**config.mk**
```make
export PLATFORM = sky130hd
export DESIGN_NAME = rbmc_top
export DESIGN_NICKNAME = d
export VERILOG_FILES = /design/src/rbmc_pkg.sv /design/src/rbmc_rst_if.sv /design/src/rbmc_rst_sync.sv /design/src/rbmc_top.sv
export SDC_FILE = /design/constraint.sdc
export NUM_CORES = 1
export LEC_CHECK = 0
export ABC_CLOCK_PERIOD_IN_PS = 1300
export BUFFER_PORTS_ARGS = -buffer_cell sky130_fd_sc_hd__clkbuf_2
export CAP_MARGIN = 20
export CORE_ASPECT_RATIO = 1.4
export CORE_MARGIN = 5
export CORE_UTILIZATION = 45
export CTS_CLUSTER_DIAMETER = 30
export DETAILED_ROUTE_END_ITERATION = 10
export PLACE_DENSITY_LB_ADDON = 0.12
export SLEW_MARGIN = 25
export SYNTH_ARGS = -nofsm -noshare
export SYNTH_HDL_FRONTEND = slang
export SYNTH_SLANG_ARGS = --single-unit
```
**constraint.sdc**
```tcl
create_clock -name clk_sys -period 1.3 [get_ports clk_sys]
set_input_delay 0.13 -clock clk_sys [delete_from_list [all_inputs] [get_ports clk_sys]]
set_output_delay 0.13 -clock clk_sys [all_outputs]
set_load 0.005 [all_outputs]
```
**src/rbmc_pkg.sv**
```systemverilog
/*
  rbmc_pkg: constants and types shared by the reset, boot and memory control block.
  Assumes a single slow-clock domain (clk_sys) and a 32-bit internal address bus.
*/
package rbmc_pkg;

  // ************
  // synchroniser and strap window
  // ************
  localparam int SYNC_W = 8;               // number of pin inputs passed through two flops
  localparam int IDX_MODE_LOW = 0;         // mode_pin_low
  localparam int IDX_MODE_HIGH = 1;        // mode_pin_high
  localparam int IDX_BOOT_STRAP = 2;       // boot_width_strap
  localparam int IDX_TRI_STRAP_N = 3;      // tristate_strap_n
  localparam int IDX_TAP_CHOOSER = 4;      // tap_port_chooser
  localparam int IDX_PROTECT = 5;          // protect_enable_pin
  localparam int IDX_OSC_PIN = 6;          // osc_input_pin
  localparam int IDX_INT_OSC = 7;          // internal oscillator output
  localparam int STRAP_WINDOW = 10;        // slow-clock cycles before release that are sampled
  localparam logic [3:0] WD_RESET_CYCLES = 4'hA;  // length of an internal watchdog reset

  // ************
  // address map
  // ************
  localparam logic [31:0] INT_MEM_TOP = 32'h0040_0000;  // first address above internal memories
  localparam logic [31:0] EXT_TOP = 32'hFFC0_0000;      // first address of internal peripherals
  localparam logic [2:0] BOOT_CS = 3'h0;                // chip select that holds the boot memory

  // ************
  // reset values
  // ************
  localparam logic RST_BOOT_WIDTH8 = 1'b0;
  localparam logic RST_TRISTATE = 1'b0;
  localparam logic RST_REMAPPED = 1'b0;

  // ************
  // types
  // ************
  // mode pin code, written {mode_pin_low, mode_pin_high}
  typedef enum logic [1:0] {
    RBMC_MODE_NORMAL_OSC = 2'b00,
    RBMC_MODE_BSCAN = 2'b01,
    RBMC_MODE_BYPASS = 2'b10,
    RBMC_MODE_TEST = 2'b11
  } rbmc_mode_t;

  typedef enum logic [1:0] {
    RBMC_ST_PIN_RST = 2'b00,
    RBMC_ST_WD_RST = 2'b01,
    RBMC_ST_RUN = 2'b10
  } rbmc_rst_state_t;

  typedef enum logic [1:0] {
    RBMC_SIZE_BYTE = 2'b00,
    RBMC_SIZE_HALF = 2'b01,
    RBMC_SIZE_WORD = 2'b10
  } rbmc_size_t;

endpackage

```
**src/rbmc_rst_if.sv**
```systemverilog
/*
  rbmc_rst_if: carries the synchronised reset levels from the reset synchroniser to the control core.
  Assumes both ends run on clk_sys.
*/
`timescale 1ns/1ps
interface rbmc_rst_if;
  logic pinRstActive;   // chip reset pin active, released in step with clk_sys
  logic testRstActive;  // test port reset active, released in step with clk_sys

  modport src (output pinRstActive, output testRstActive);
  modport dst (input pinRstActive, input testRstActive);
endinterface

```
**src/rbmc_rst_sync.sv**
```systemverilog
/*
  rbmc_rst_sync: reset synchronisers for the chip reset pin and the test port reset pin.
  Assumes both pins are asynchronous and active low; assertion acts at once, release after two flops.
*/
`timescale 1ns/1ps
module rbmc_rst_sync
  import rbmc_pkg::*;
(
  // clock and power-on reset
  input wire logic clk_sys,
  input wire logic chip_reset_n,
  // reset pins
  input wire logic chipResetN,
  input wire logic testPortResetN,
  // synchronised levels
  rbmc_rst_if.src rst
);

  typedef struct packed {
    logic [1:0] pinChain;
  } rbmc_pin_sync_t;

  rbmc_pin_sync_t st;
  rbmc_pin_sync_t next_st;
  logic [1:0] testChain;

  // ************
  // chip reset chain
  // ************
  // shift ones in; the first stage feeds only the second
  always_comb begin
    next_st = st;
    next_st.pinChain = {st.pinChain[0], 1'b1};
  end

  // enter reset without the clock, leave it two edges later
  always_ff @(posedge clk_sys or negedge chipResetN) begin
    if (!chipResetN) begin
      st <= '0;
    end else if (!chip_reset_n) begin
      st <= '0;
    end else begin
      st <= next_st;
    end
  end

  // ************
  // test reset chain, kept apart from the chip reset
  // ************
  always_ff @(posedge clk_sys or negedge testPortResetN) begin
    if (!testPortResetN) begin
      testChain <= 2'h0;
    end else if (!chip_reset_n) begin
      testChain <= 2'h0;
    end else begin
      testChain <= {testChain[0], 1'b1};
    end
  end

  // levels towards the core
  assign rst.pinRstActive = ~st.pinChain[1];
  assign rst.testRstActive = ~testChain[1];

endmodule

```
**src/rbmc_top.sv**
```systemverilog
/*
  rbmc_top: reset, mode, strap, clock-out and address-space control of a microcontroller.
  Assumes clk_sys is the slow clock, the bus request comes from logic on clk_sys,
  and pins, straps and oscillator levels arrive asynchronously.
*/
`timescale 1ns/1ps

// Function
// mode pins 00 oscillator, 01 boundary scan, 10 external clock, 11 test
// outside party does full chip and test reset after any mode change
// in bypass mode the oscillator input pin is the slow clock
// clock output shows the slow clock during and after reset
// reset restores defaults and forces fetch from address zero
// during reset address lines low and peripheral clocks off
// enter reset at once, leave it synchronised to the slow clock
// outside party holds chip reset at least ten slow cycles
// straps sampled over the ten cycles before reset release
// chip reset leaves debug logic alone; only test reset clears it
// test reset goes to the port chosen after last chip reset
// watchdog reset acts like chip reset but keeps strap values
// pin reset wins over coinciding watchdog reset
// tristate strap low all ten cycles turns all drivers off
// boundary scan instructions supported; debug mode gives non-standard identity
// address split: internal low 4MB, peripherals top 4MB, external between
// external unit covers middle space with configurable banks
// protection blocks user access to defined peripherals when enabled
// forbidden peripheral write dropped, no abort from peripherals or memory reads
// boot strap 1 gives 8-bit boot memory, 0 gives 16-bit
// remap puts SRAM at zero, opens chip selects 1-7 until reset
// abort on undefined external address or misalignment; last abort recorded
// mode pins captured during chip reset, later changes ignored
module rbmc_top
  import rbmc_pkg::*;
(
  // clock and power-on reset
  input wire logic clk_sys,
  input wire logic chip_reset_n,
  // reset pins and watchdog
  input wire logic chipResetN,
  input wire logic testPortResetN,
  input wire logic wdResetReq,
  // mode and strap pins
  input wire logic modePinLow,
  input wire logic modePinHigh,
  input wire logic bootWidthStrap,
  input wire logic tristateStrapN,
  input wire logic tapPortChooser,
  input wire logic protectEnablePin,
  // oscillator levels
  input wire logic oscInputPin,
  input wire logic intOscLevel,
  // configuration from other system logic
  input wire logic protectPinFunc,
  input wire logic periphClkReq,
  input wire logic remapWrite,
  input wire logic remapData,
  // processor bus request
  input wire logic busValid,
  input wire logic [31:0] busAddr,
  input wire logic busWrite,
  input wire logic busFetch,
  input wire logic [1:0] busSize,
  input wire logic busUserMode,
  input wire logic periphDefined,
  input wire logic extBankHit,
  input wire logic [2:0] extBankCs,
  // reset and mode outputs
  output logic coreResetN,
  output logic fetchFromZero,
  output logic extAddrForceLow,
  output logic periphClkEn,
  output logic lastResetWd,
  output logic [1:0] modeCode,
  output logic oscBypass,
  output logic boundaryScanMode,
  output logic testMode,
  output logic iceIdNonStd,
  output logic debugResetN,
  output logic bscanTapResetN,
  output logic iceTapResetN,
  output logic clockOutPin,
  output logic outDriversOff,
  output logic bootWidth8,
  // address decode outputs
  output logic accValid,
  output logic regionInternal,
  output logic regionExternal,
  output logic regionPeriph,
  output logic selSram,
  output logic selBoot,
  output logic [6:0] csEnable,
  output logic periphCancel,
  output logic remapped,
  // abort outputs
  output logic abortPulse,
  output logic abortPrefetch,
  output logic abortMisalign,
  output logic [31:0] abortAddr
);

  // ************
  // state
  // ************
  typedef struct packed {
    logic [SYNC_W-1:0] sync1;
    logic [SYNC_W-1:0] sync2;
    rbmc_rst_state_t state;
    logic [3:0] wdCount;
    logic [STRAP_WINDOW-1:0] triHist;
    logic [STRAP_WINDOW-1:0] bootHist;
    logic [1:0] modeCode;
    logic tapChoice;
    logic coreResetN;
    logic fetchFromZero;
    logic extAddrForceLow;
    logic periphClkEn;
    logic lastResetWd;
    logic debugResetN;
    logic bscanTapResetN;
    logic iceTapResetN;
    logic clockOut;
    logic tristate;
    logic bootWidth8;
    logic remapped;
    logic accValid;
    logic regionInternal;
    logic regionExternal;
    logic regionPeriph;
    logic selSram;
    logic selBoot;
    logic [6:0] csEnable;
    logic periphCancel;
    logic abortPulse;
    logic abortPrefetch;
    logic abortMisalign;
    logic [31:0] abortAddr;
  } rbmc_state_t;

  rbmc_state_t st;
  rbmc_state_t next_st;
  rbmc_rst_if rstIf ();

  logic [SYNC_W-1:0] pinIn;
  logic pinRelease;
  logic inReset;
  logic misaligned;
  logic isInternal;
  logic isPeriph;
  logic csOpen;
  logic protectActive;
  logic abortNow;

  // ************
  // reset synchronisers
  // ************
  rbmc_rst_sync u_rst_sync (
    .clk_sys(clk_sys),
    .chip_reset_n(chip_reset_n),
    .chipResetN(chipResetN),
    .testPortResetN(testPortResetN),
    .rst(rstIf.src)
  );

  // gather the asynchronous pin levels for the two-flop synchroniser
  always_comb begin
    pinIn = '0;
    pinIn[IDX_MODE_LOW] = modePinLow;
    pinIn[IDX_MODE_HIGH] = modePinHigh;
    pinIn[IDX_BOOT_STRAP] = bootWidthStrap;
    pinIn[IDX_TRI_STRAP_N] = tristateStrapN;
    pinIn[IDX_TAP_CHOOSER] = tapPortChooser;
    pinIn[IDX_PROTECT] = protectEnablePin;
    pinIn[IDX_OSC_PIN] = oscInputPin;
    pinIn[IDX_INT_OSC] = intOscLevel;
  end

  // ************
  // decode helpers
  // ************
  // release seen while still in the pin reset state
  assign pinRelease = (st.state == RBMC_ST_PIN_RST) && !rstIf.pinRstActive;
  assign inReset = (st.state != RBMC_ST_RUN);

  // address space split, little-endian throughout
  assign isInternal = busAddr < INT_MEM_TOP;
  assign isPeriph = busAddr >= EXT_TOP;

  // half words need bit 0 clear, words need bits 1:0 clear
  assign misaligned = ((busSize == RBMC_SIZE_HALF) && busAddr[0]) ||
                      ((busSize == RBMC_SIZE_WORD) && (busAddr[1:0] != 2'h0));

  // chip selects other than the boot one only after remap
  assign csOpen = st.remapped || (extBankCs == BOOT_CS);

  // protection needs the pin high and in its peripheral function
  assign protectActive = st.sync2[IDX_PROTECT] && protectPinFunc;

  // external undefined or misaligned aborts; peripherals and memory reads never
  assign abortNow = busValid && !isPeriph &&
                    ((!isInternal && (!extBankHit || !csOpen)) ||
                     (misaligned && !(isInternal && !busWrite)));

  // ************
  // next state
  // ************
  always_comb begin
    next_st = st;

    // two-flop synchroniser for every pin input
    next_st.sync1 = pinIn;
    next_st.sync2 = st.sync1;

    // reset sequencer, pin reset first
    case (st.state)
      RBMC_ST_PIN_RST: begin
        if (!rstIf.pinRstActive) begin
          next_st.state = RBMC_ST_RUN;
        end
      end
      RBMC_ST_WD_RST: begin
        if (rstIf.pinRstActive) begin
          next_st.state = RBMC_ST_PIN_RST;
        end else if (st.wdCount == 4'h1) begin
          next_st.state = RBMC_ST_RUN;
        end
      end
      RBMC_ST_RUN: begin
        if (rstIf.pinRstActive) begin
          next_st.state = RBMC_ST_PIN_RST;
        end else if (wdResetReq) begin
          next_st.state = RBMC_ST_WD_RST;
        end
      end
      default: begin
        next_st.state = RBMC_ST_PIN_RST;
      end
    endcase

    // watchdog reset length counter
    if (st.state == RBMC_ST_RUN && wdResetReq && !rstIf.pinRstActive) begin
      next_st.wdCount = WD_RESET_CYCLES;
    end else if (st.wdCount != 4'h0) begin
      next_st.wdCount = st.wdCount - 4'h1;
    end

    // cause of the latest reset
    if (rstIf.pinRstActive) begin
      next_st.lastResetWd = 1'b0;
    end else if (st.state == RBMC_ST_RUN && wdResetReq) begin
      next_st.lastResetWd = 1'b1;
    end

    // strap history shifts only during the pin reset
    if (st.state == RBMC_ST_PIN_RST) begin
      next_st.triHist = {st.triHist[STRAP_WINDOW-2:0], st.sync2[IDX_TRI_STRAP_N]};
      next_st.bootHist = {st.bootHist[STRAP_WINDOW-2:0], st.sync2[IDX_BOOT_STRAP]};
      next_st.modeCode = {st.sync2[IDX_MODE_LOW], st.sync2[IDX_MODE_HIGH]};
    end

    // strap results taken at release of the pin reset only
    if (pinRelease) begin
      next_st.tristate = (st.triHist == '0);      // low throughout the window
      next_st.bootWidth8 = st.bootHist[0];        // 1 = 8-bit, 0 = 16-bit
      next_st.tapChoice = st.sync2[IDX_TAP_CHOOSER];
    end

    // core and pad control during any reset
    next_st.coreResetN = !(inReset || rstIf.pinRstActive);
    next_st.fetchFromZero = inReset || rstIf.pinRstActive;
    next_st.extAddrForceLow = inReset || rstIf.pinRstActive;
    next_st.periphClkEn = !inReset && !rstIf.pinRstActive && periphClkReq;

    // debug and tap resets follow the test reset pin alone
    next_st.debugResetN = !rstIf.testRstActive;
    next_st.bscanTapResetN = !(rstIf.testRstActive && st.tapChoice);
    next_st.iceTapResetN = !(rstIf.testRstActive && !st.tapChoice);

    // slow clock image; bypass takes the oscillator pin
    if (st.modeCode == RBMC_MODE_BYPASS) begin
      next_st.clockOut = st.sync2[IDX_OSC_PIN];
    end else begin
      next_st.clockOut = st.sync2[IDX_INT_OSC];
    end

    // remap set by a written one, cleared by either reset
    if (inReset || rstIf.pinRstActive) begin
      next_st.remapped = RST_REMAPPED;
    end else if (remapWrite && remapData) begin
      next_st.remapped = 1'b1;
    end

    // per-access decode, one cycle after the request
    next_st.accValid = busValid && !inReset;
    next_st.regionInternal = busValid && isInternal;
    next_st.regionPeriph = busValid && isPeriph;
    next_st.regionExternal = busValid && !isInternal && !isPeriph;
    next_st.selSram = busValid && isInternal && st.remapped;
    next_st.selBoot = busValid && isInternal && !st.remapped;
    next_st.csEnable = st.remapped ? 7'h7F : 7'h00;
    // user access to a defined, protected peripheral is dropped silently
    next_st.periphCancel = busValid && isPeriph && protectActive && busUserMode && periphDefined;

    // abort raised, access still proceeds; last one kept
    next_st.abortPulse = abortNow && !inReset;
    if (abortNow && !inReset) begin
      next_st.abortPrefetch = busFetch;
      next_st.abortMisalign = misaligned;
      next_st.abortAddr = busAddr;
    end
  end

  // ************
  // registers
  // ************
  // power-on reset clears all but fetchFromZero and extAddrForceLow, which it sets; straps keep defaults until sampled
  always_ff @(posedge clk_sys) begin
    if (!chip_reset_n) begin
      st <= '0;
      st.state <= RBMC_ST_PIN_RST;
      st.coreResetN <= 1'b0;
      st.fetchFromZero <= 1'b1;
      st.extAddrForceLow <= 1'b1;
      st.debugResetN <= 1'b0;
      st.bscanTapResetN <= 1'b0;
      st.iceTapResetN <= 1'b0;
      st.tristate <= RST_TRISTATE;
      st.bootWidth8 <= RST_BOOT_WIDTH8;
      st.remapped <= RST_REMAPPED;
    end else begin
      st <= next_st;
    end
  end

  // ************
  // outputs straight from flops; mode flags decoded from the mode code flops
  // ************
  // mode decode
  assign modeCode = st.modeCode;
  assign oscBypass = (st.modeCode == RBMC_MODE_BYPASS);
  assign boundaryScanMode = (st.modeCode == RBMC_MODE_BSCAN);
  assign testMode = (st.modeCode == RBMC_MODE_TEST);
  assign iceIdNonStd = !st.modeCode[0];   // debug mode when mode_pin_high is low
  assign coreResetN = st.coreResetN;
  assign fetchFromZero = st.fetchFromZero;
  assign extAddrForceLow = st.extAddrForceLow;
  assign periphClkEn = st.periphClkEn;
  assign lastResetWd = st.lastResetWd;
  assign debugResetN = st.debugResetN;
  assign bscanTapResetN = st.bscanTapResetN;
  assign iceTapResetN = st.iceTapResetN;
  assign clockOutPin = st.clockOut;
  assign outDriversOff = st.tristate;
  assign bootWidth8 = st.bootWidth8;
  assign accValid = st.accValid;
  assign regionInternal = st.regionInternal;
  assign regionExternal = st.regionExternal;
  assign regionPeriph = st.regionPeriph;
  assign selSram = st.selSram;
  assign selBoot = st.selBoot;
  assign csEnable = st.csEnable;
  assign periphCancel = st.periphCancel;
  assign remapped = st.remapped;
  assign abortPulse = st.abortPulse;
  assign abortPrefetch = st.abortPrefetch;
  assign abortMisalign = st.abortMisalign;
  assign abortAddr = st.abortAddr;

endmodule

```
==> results of run 1 <==
-- stage by stage --
stage / setup slack [ns] / utilization [%] / hold slack [ns] / setup TNS [ns] / power, mW
after detailed placement: -0.149 / 52.2 / -0.0768 / -4.65 / 3.46
after floorplan: 0.0197 / - / -0.166 / 0 / 3.28
after CTS: -0.0399 / 57.6 / 0.00000119 / -0.114 / 6.16
after global routing: -0.103 / 57.7 / 0.00249 / -1.91 / 6.35
after global placement: -0.112 / 52.2 / -0.0796 / -3.61 / 3.45
final: -0.0244 / 57.7 / 0.0135 / -0.0328 / 6.05
-- critical path: stages (launching register included) --
cell,delay [ns]
dfxtp_2,0.34
o21ai_4,0.17
o2111ai_4,0.17
nor2_8,0.16
buf_12,0.19
mux2i_1,0.22
-- cell type report --
cell class	count	area, sq um	area share, %
well taps	102	128	2.73
inverters	5	18.8	0.402
clock buffers	10	239	5.11
clock inverters	6	68.8	1.47
multi-input cells	238	1380	29.5
repair buffers	160	938	20.1
flip-flops and latches	94	1900	40.7
-- where the power goes --
group	internal, mW	switching, mW	total (mW)	leakage, nW
logic	0.218	0.211	0.428	1.15
clock network	1.55	1.08	2.63	0.149
registers	2.95	0.0327	2.99	0.781
-- registers in the layout, indices dropped and copies added, names as in the netlist, 2 cells and up --
signal,count
abortAddr,32
st,26
next_st,8
modeCode,2
u_rst_sync.st,2
u_rst_sync.testChain,2
-- cells by family (layout without fill, tap and decap cells) --
kind of cell / count (synthesis) / after routing / synth area share [%]
buf+inv: 65 / 181 / 12.2
mux: 34 / 34 / 9.19
compound gates: 32 / 32 / 5.98
flops: 94 / 94 / 51.4
simple gates: 171 / 171 / 21.0
xor+xnor: 1 / 1 / 0.237
-- cells in the final DEF, fill, tap and decap left out, drive strengths merged, types with 4 or more instances in the layout --
| cell | n |
|---|---|
| dlygate4sd3 | 11 |
| nand4 | 4 |
| and2 | 22 |
| buf | 23 |
| nor3 | 7 |
| nand2 | 105 |
| nor2 | 16 |
| clkbuf | 136 |
| inv | 6 |
| a21oi | 22 |
| dfxtp | 90 |
| mux2i | 34 |
| nand3 | 5 |
| dfrtp | 4 |
-- per-layer routing --
metal | GRT usage [%] | wire length [um] | vias up
met5 | 0 | 0 | -
met4 | 8.77 | 208 | 0
met3 | 4.98 | 579 | 14
met2 | 27.8 | 3990 | 90
met1 | 18.4 | 3020 | 1276
li1 | - | - | 1473
-- final timing paths --
kind	from	to	slack, ns	cells past startpoint
setup / recovery	remapped$_SDFFE_PP0P_	abortPrefetch$_SDFFE_PN0P_	-0.02	5
setup reg to reg	remapped$_SDFFE_PP0P_	abortPrefetch$_SDFFE_PN0P_	-0.02	5
max in group asynchronous	chipResetN	u_rst_sync.st[1]$_DFF_PN0_	1.08	2
hold reg to reg	next_st[92]$_SDFF_PN0_	st[92]$_SDFF_PN0_	0.44	1
hold / removal	tristateStrapN	next_st[93]$_SDFF_PN0_	0.01	2
min in group asynchronous	testPortResetN	u_rst_sync.testChain[1]$_DFF_PN0_	0.11	2
-- repair_timing --
item	CTS	global route
gates resized for setup	4	2
hold endpoints to repair	13	0
hold buffers	11	0
setup buffers	0	1
setup endpoints to repair	36	48
pin swaps	0	1
==> impl_metrics.ini, run 1 <==
[logic_synthesis]
synthesis.area_sq_mm = 0.00370
synthTopCellsByArea = dfxtp_1 (49%), nand2_1 (11%), mux2i_1 (9.2%), buf_4 (8.5%), and2_1 (3.7%)
ys_ff_latch = 94
yosysWarningCount = 0
yosysTopAreaCell = dfxtp_1
netlist.area_leader.share_pct = 48.7
ys_seq_area_share_pct = 51.4
synth.cells.most_frequent = nand2_1 (105), dfxtp_1 (90), buf_4 (42), mux2i_1 (34), and2_1 (22)
synthFlopType = dfxtp_1
synth_fp_nets = 457
synth_edf_count = 0
syn_avg_cell_area_sq_um = 9.33
ys_types = 36
async_reset_ff_share_pct = 4.26
yosysMostFrequentCell = nand2_1
syn_inst = 397

[setup_path]
cp-end-kind = flop
required_ns = 1.56
cp.arrival_ns = 1.59
start_kind = flop
worstPathMaxFanout = 18
crit_type = reg2reg

[cells_and_area]
finalNonFillerCells = 615
fillers = 781
drive_gt1_share_pct = 35.1
fin_area_sq_mm = 0.00467
area_delta_synth_final_pct = 26.2
diodes = 0
layout.nets = 568

[drt]
dr.pass1.iters = 4
drtIter0Drc = 136
vias = 2853
routed_via_density = 4.64
drcViolationCount = 0
totalWireLength_mm = 7.80
ant_nets = 0
routedWlPerCell_um = 12.7

[floorplan]
start_util_pct = 45.7
num_rows = 39
die-area_sq_mm = 0.0102
die_w_um = 86.7
core_area_sq_mm = 0.00810
die_h_um = 117
ioPinCount = 127

[cts]
cts_tree = done
clkLatencyLatePin_ns = 0.33
cts-root-buf = clkbuf_16
htreeDepth = 3
clkSinkCount = 94
cts_buffers = 9
clk_pin_slew_ns = 0.06
cts_max_path_buffers = 2

[hold_path]
hold_path_class = in2reg

[timing]
setup_viol = 2
relSlewSlack_pct = 74.4
tightest_slew_ns = 0.381
rsz0062_at_grt = true
period_minus_slack_ns = 1.32
maxSlewViolCount = 0
worst_clock_skew_ns = 0.00521
setup_ws_ns = -0.0244
fin_crit_sh_pct = 102
hold_violations = 0
max_freq_mhz = 755

[grt]
grt_usage_pct = 16.6
grt_overflow = 0
antenna_found_initial = 0
grt_pass1_wl_mm = 13.4
grt_pass1_vias = 2908
grt_max_degree = 32

[placed_design]
portBuffers = 126
place_hpwl_mm = 5.85
postPlaceCellArea_sq_mm = 0.00423
place.gp.congestion = 0.759
placed_cells = 587

[status]
violations = setup timing
status = complete, but fails checks

[power_and_ir_drop]
power.leakage_nw = 2.08
peakVddDrop_mv = 0.870
pwr_density_cell_mw_per_mm2 = 1290

[job]
maxCapViolations = 0
(Power assumes the default switching activity.)
==> inputs of run 2 (changes only) <==
--- a/config.mk
+++ b/config.mk
@@ -17,4 +17,5 @@
 export SLEW_MARGIN = 25
 export SYNTH_ARGS = -nofsm -noshare
 export SYNTH_HDL_FRONTEND = slang
+export SYNTH_HIERARCHICAL = 1
 export SYNTH_SLANG_ARGS = --single-unit
==> impl_metrics.ini, run 2 <==
[floorplan]
start_util_pct = 45.5
die_w_um = 86.5
ioPinCount = 127
num_rows = 39
core_area_sq_mm = 0.00810
die_h_um = 117
die-area_sq_mm = 0.0101

[drt]
vias = 2834
routedWlPerCell_um = 12.5
routed_via_density = 4.57
totalWireLength_mm = 7.77
drcViolationCount = 0
dr.pass1.iters = 4
ant_nets = 0
drtIter0Drc = 92

[cts]
cts_buffers = 9
cts_max_path_buffers = 2
cts_tree = done
clkSinkCount = 94
htreeDepth = 3
clkLatencyLatePin_ns = 0.34
cts-root-buf = clkbuf_16
clk_pin_slew_ns = 0.06

[placed_design]
pre_cts_ws_ns = -0.452
portBuffers = 126
postPlaceCellArea_sq_mm = 0.00421
place.gp.congestion = 0.765
place_hpwl_mm = 5.60

[power_and_ir_drop]
total_power_mw = 6.26
peakVddDrop_mv = 0.794
power.leakage_nw = 2.13
pwr_density_cell_mw_per_mm2 = 1310

[timing]
rsz0062_at_grt = true
relSlewSlack_pct = 78.1
setup_ws_ns = -0.0979
fin_crit_sh_pct = 108
hold_violations = 0
worst_clock_skew_ns = 0.0124
maxSlewViolCount = 0
period_minus_slack_ns = 1.40
setup_viol = 34
max_freq_mhz = 715
tightest_slew_ns = 0.329

[logic_synthesis]
yosysWarningCount = 6
yosysTopAreaCell = dfxtp_1
yosysMostFrequentCell = nand2_1
ys_ff_latch = 94
synth.cells.most_frequent = nand2_1 (100), dfxtp_1 (90), buf_4 (42), mux2i_1 (34), a21oi_1 (25)
async_reset_ff_share_pct = 4.26
syn_inst = 400
synth_fp_nets = 460
synth_edf_count = 0
ys_types = 32
synthTopCellsByArea = dfxtp_1 (49%), nand2_1 (10%), mux2i_1 (9.2%), buf_4 (8.6%), and2_1 (3.7%)
ys_seq_area_share_pct = 51.6
syn_avg_cell_area_sq_um = 9.22
netlist.area_leader.share_pct = 48.9
synthFlopType = dfxtp_1
synthesis.area_sq_mm = 0.00369

[cells_and_area]
drive_gt1_share_pct = 35.3
layout_commonest_cell = clkbuf_2
largest_register_ffs = 32
final_cell_mix = clkbuf_2 (126), nand2_1 (100), dfxtp_1 (89)
fin_area_sq_mm = 0.00478
postLayoutCoreUtil_pct = 59.0
area_delta_synth_final_pct = 29.6
fillers = 744
diodes = 0
layout.nets = 573

[status]
violations = setup timing
status = complete, but fails checks

[setup_path]
cp.arrival_ns = 1.65
cp-end-kind = flop
r2r-start = st[89]$_SDFFE_PN0P_
crit_type = reg2reg
cp_common_cell = buf_12
required_ns = 1.55
path_cells = inv_2 > nor2_4 > o2111ai_4 > buf_12 > nor2_8 > buf_12 > mux2i_1
cpPeakStageDelay_ns = 0.33
path_depth = 7
worst_path_max_delay_cell = dfxtp_2
reg2reg_depth = 7
cp_num_buf_inv = 3
crit_path_start = st[89]$_SDFFE_PN0P_
worstPathMaxFanout = 7
start_kind = flop
cp_top_family = buffers and inverters

[grt]
grt_overflow = 0
antenna_found_initial = 0
grt_max_degree = 87
grt_pass1_vias = 2752
grt_pass1_wl_mm = 12.8
grt_usage_pct = 16.0

[hold_path]
hold_start = tristateStrapN
hold_depth = 2
hold_path_class = in2reg

[job]
maxCapViolations = 0
run 2: layout make-up:
type / count / area (sq um) / share of cell area (%)
inverters: 7 / 26.3 / 0.550
repair buffers: 161 / 997 / 20.9
flip-flops and latches: 94 / 1900 / 39.8
well taps: 102 / 128 / 2.67
clock inverters: 3 / 47.5 / 0.995
clock buffers: 13 / 292 / 6.10
multi-input cells: 240 / 1390 / 29.0
run 2: worst reg2reg max path: stages, from the launching register on:
cell       delay [ns]
dfxtp_2          0.33
inv_2            0.05
nor2_4           0.13
o2111ai_4        0.17
buf_12           0.17
nor2_8           0.12
buf_12           0.14
mux2i_1          0.19
run 2: logic make-up (layout without fill, tap and decap cells):
| family | Yosys count | in the layout | synth area share, % |
|---|---|---|---|
| multiplexers | 34 | 34 | 9.23 |
| AND/OR/NAND/NOR | 166 | 167 | 20.6 |
| buffers and inverters | 67 | 184 | 11.7 |
| flip-flops | 94 | 94 | 51.6 |
| AO/OA/AOI/OAI | 38 | 38 | 6.65 |
| XOR/XNOR | 1 | 1 | 0.238 |
run 2: timing repair:
item,4_1_cts,5_1_grt
gates cloned,1,0
pin swaps,5,1
resized for setup,3,5
hold buffers,7,0
buffers inserted,7,1
endpoints found under the setup margin,34,46
hold endpoints to repair,9,0
run 2: worst paths after layout:
| check | slack (ns) | to |
|---|---|---|
| hold reg to reg | 0.43 | st[92]$_SDFF_PN0_ |
| setup reg to reg | -0.1 | abortAddr[2]$_SDFFE_PN0P_ |
| min in group asynchronous | 0.11 | u_rst_sync/st[0]$_DFF_PN0_ |
| setup / recovery | -0.1 | abortAddr[2]$_SDFFE_PN0P_ |
| max in group asynchronous | 1.08 | u_rst_sync/testChain[1]$_DFF_PN0_ |
| hold / removal | 0.009 | next_st[93]$_SDFF_PN0_ |
run 2: per-stage QoR:
stage          hold slack, ns  std cells  TNS [ns]
2_1_floorplan          -0.166        400         0
3_3_place_gp          -0.0847        588    -12.85
3_5_place_dp          -0.0813        588    -14.07
4_1_cts              0.000900        619     -2.66
5_1_grt               0.00711        620     -5.14
6_report              0.00938        620     -2.51
run 2: per-layer routing:
| metal | up-vias | share of wire, % | track usage, % | wire [um] |
|---|---|---|---|---|
| li1 | 1483 | - | - | - |
| met1 | 1279 | 40 | 18.3 | 3110 |
| met2 | 61 | 53 | 28.2 | 4120 |
| met3 | 11 | 5.4 | 4.62 | 423 |
| met4 | 0 | 1.5 | 6.24 | 119 |
| met5 | - | 0 | 0 | 0 |
run 2: power breakdown:
part / leakage, nW / total (mW) / internal (mW) / switching (mW)
logic: 1.18 / 0.446 / 0.230 / 0.216
clock network: 0.167 / 2.83 / 1.77 / 1.06
registers: 0.781 / 2.98 / 2.95 / 0.0297
total: 2.13 / 6.26 / 4.96 / 1.31
==> inputs of run 3 (changes only) <==
--- a/config.mk
+++ b/config.mk
@@ -5,12 +5,12 @@
 export SDC_FILE = /design/constraint.sdc
 export NUM_CORES = 1
 export LEC_CHECK = 0
-export ABC_CLOCK_PERIOD_IN_PS = 1300
+export ABC_CLOCK_PERIOD_IN_PS = 1700
 export BUFFER_PORTS_ARGS = -buffer_cell sky130_fd_sc_hd__clkbuf_2
 export CAP_MARGIN = 20
 export CORE_ASPECT_RATIO = 1.4
 export CORE_MARGIN = 5
-export CORE_UTILIZATION = 45
+export CORE_UTILIZATION = 53
 export CTS_CLUSTER_DIAMETER = 30
 export DETAILED_ROUTE_END_ITERATION = 10
 export PLACE_DENSITY_LB_ADDON = 0.12
==> constraint.sdc (replaced) <==
create_clock -name clk_sys -period 1.7 [get_ports clk_sys]
set_input_delay 0.17 -clock clk_sys [delete_from_list [all_inputs] [get_ports clk_sys]]
set_output_delay 0.17 -clock clk_sys [all_outputs]
set_load 0.005 [all_outputs]
==> impl_metrics.ini, run 3 (synthesis gave the netlist of run 2 again) <==
[status]
status = completed

[power_and_ir_drop]
switching_share_pct = 22.9
total_power_mw = 4.06
seqPwrFrac_pct = 56.1
power.switching_mw = 0.929
combPwrFrac_pct = 7.9
peakVddDrop_mv = 0.610
pwr_density_cell_mw_per_mm2 = 907
clkPwrFrac_pct = 36.0
p_int_mw = 3.14
power.leakage_nw = 1.98

[floorplan]
num_rows = 36
start_util_pct = 53.5
die-area_sq_mm = 0.00875
core_area_sq_mm = 0.00689
die_h_um = 109
ioPinCount = 127
die_w_um = 80.5

[drt]
vias = 2805
ant_nets = 0
drcViolationCount = 0
drtIter0Drc = 109
routedWlPerCell_um = 12.7
dr.pass1.iters = 4
routed_via_density = 4.66
totalWireLength_mm = 7.66

[timing]
maxSlewViolCount = 0
tightest_slew_ns = 0.385
whs_ns = 0.0281
setup_viol = 0
fin_crit_sh_pct = 89.2
worst_clock_skew_ns = 0.00787
period_minus_slack_ns = 1.52
setup_ws_ns = 0.183
relSlewSlack_pct = 74.3
hold_violations = 0
max_freq_mhz = 659
rsz0062_at_grt = false

[setup_path]
required_ns = 1.98
cp_num_buf_inv = 1
cp-end-kind = flop
cp_top_family = simple AND/OR/NAND/NOR gates
worstPathMaxFanout = 17
path_cells = o21ai_0 > buf_4 > o2111ai_4 > nor2_8 > mux2i_1
worst_path_max_delay_cell = nor2_8
crit_type = reg2reg
cpPeakStageDelay_ns = 0.37
cp.arrival_ns = 1.80
start_kind = flop

[cells_and_area]
layout.nets = 562
diodes = 0
fin_area_sq_mm = 0.00448
area_delta_synth_final_pct = 21.6
final_cell_mix = clkbuf_2 (126), nand2_1 (100), dfxtp_1 (90)
layout_commonest_cell = clkbuf_2
postLayoutCoreUtil_pct = 65.0
largest_register_ffs = 32
drive_gt1_share_pct = 32.1

[cts]
clkSinkCount = 94
cts_max_path_buffers = 2
htreeDepth = 3
cts_tree = done
cts_resized = 0
cts_buffers = 9
cts-root-buf = clkbuf_8
clk_pin_slew_ns = 0.08
clkLatencyLatePin_ns = 0.36

[grt]
grt_pass1_vias = 2742
grt_pass1_wl_mm = 12.2
grt_overflow = 0
antenna_found_initial = 0
grt_usage_pct = 18.4
grt_max_degree = 40

[placed_design]
postPlaceCellArea_sq_mm = 0.00414
place_hpwl_mm = 5.52
portBuffers = 126
place.gp.congestion = 0.777
pre_cts_ws_ns = -0.120

[job]
maxCapViolations = 0

[hold_path]
hold_path_class = in2reg
==> run 3: cell count changes in the layout (fill, tap and decap cells not counted), sizes merged <==
cell	before	now
clkbuf	139	137
clkinvlp	0	2
dlygate4sd3	7	9
buf	28	15
==> run 3: what timing repair did <==
| action | 4_1_cts | 5_1_grt |
|---|---|---|
| setup buffers | 0 | 2 |
| hold buffers | 9 | 0 |
| endpoints found under the hold margin | 11 | 0 |
| gates cloned | 1 | 0 |
| pin swaps | 1 | 1 |
| setup endpoints to repair | 33 | 17 |
==> run 3: per-layer routing <==
| layer | up-vias | track usage, % | share of wire, % |
|---|---|---|---|
| met3 | 8 | 6.53 | 5.8 |
| met5 | - | 0 | 0 |
| met4 | 0 | 8.70 | 1.7 |
| met2 | 69 | 30.9 | 52 |
| met1 | 1268 | 20.7 | 41 |
| li1 | 1460 | - | - |
==> run 3: power by group through the flow <==
stage                     clock network, mW  registers (mW)  logic (mW)
after detailed placement                  0            2.33       0.301
final                                  1.46            2.28       0.322
after floorplan                           0            2.33       0.174
after global routing                   1.60            2.28       0.362
after global placement                    0            2.33       0.296
after CTS                              1.52            2.28       0.320
==> run 3: final timing paths <==
kind | startpoint | end | slack [ns] | cells past startpoint
max in group asynchronous | chipResetN | u_rst_sync/st[1]$_DFF_PN0_ | 1.48 | 2
max | remapped$_SDFFE_PP0P_ | abortAddr[13]$_SDFFE_PN0P_ | 0.18 | 5
min in group asynchronous | testPortResetN | u_rst_sync/testChain[0]$_DFF_PN0_ | 0.12 | 2
min | busAddr[21] | abortAddr[21]$_SDFFE_PN0P_ | 0.03 | 3
min reg2reg | next_st[94]$_SDFF_PN0_ | st[94]$_SDFF_PN0_ | 0.44 | 1
max reg2reg | remapped$_SDFFE_PP0P_ | abortAddr[13]$_SDFFE_PN0P_ | 0.18 | 5
==> run 3: cell type report <==
class	count	area [sq um]
fillers	620	2410
flip-flops and latches	94	1900
multi-input cells	240	1360
repair buffers	150	871
clock buffers	11	141
well taps	95	119
clock inverters	5	58.8
inverters	7	26.3
==> run 3: through the flow <==
stage,TNS (ns),cells
6_report,0,602
5_1_grt,0,602
4_1_cts,0,600
3_5_place_dp,-3.05,574
3_3_place_gp,-0.853,574
2_1_floorplan,0,400
==> run 3: worst reg2reg max path, delay by kind of cell, from the launching register on <==
family / cells / cell delay (ns)
DFF: 1 / 0.32
buffers and inverters: 1 / 0.15
AOI/OAI and AO/OA: 2 / 0.36
muxes: 1 / 0.25
and+or+nand+nor: 1 / 0.37
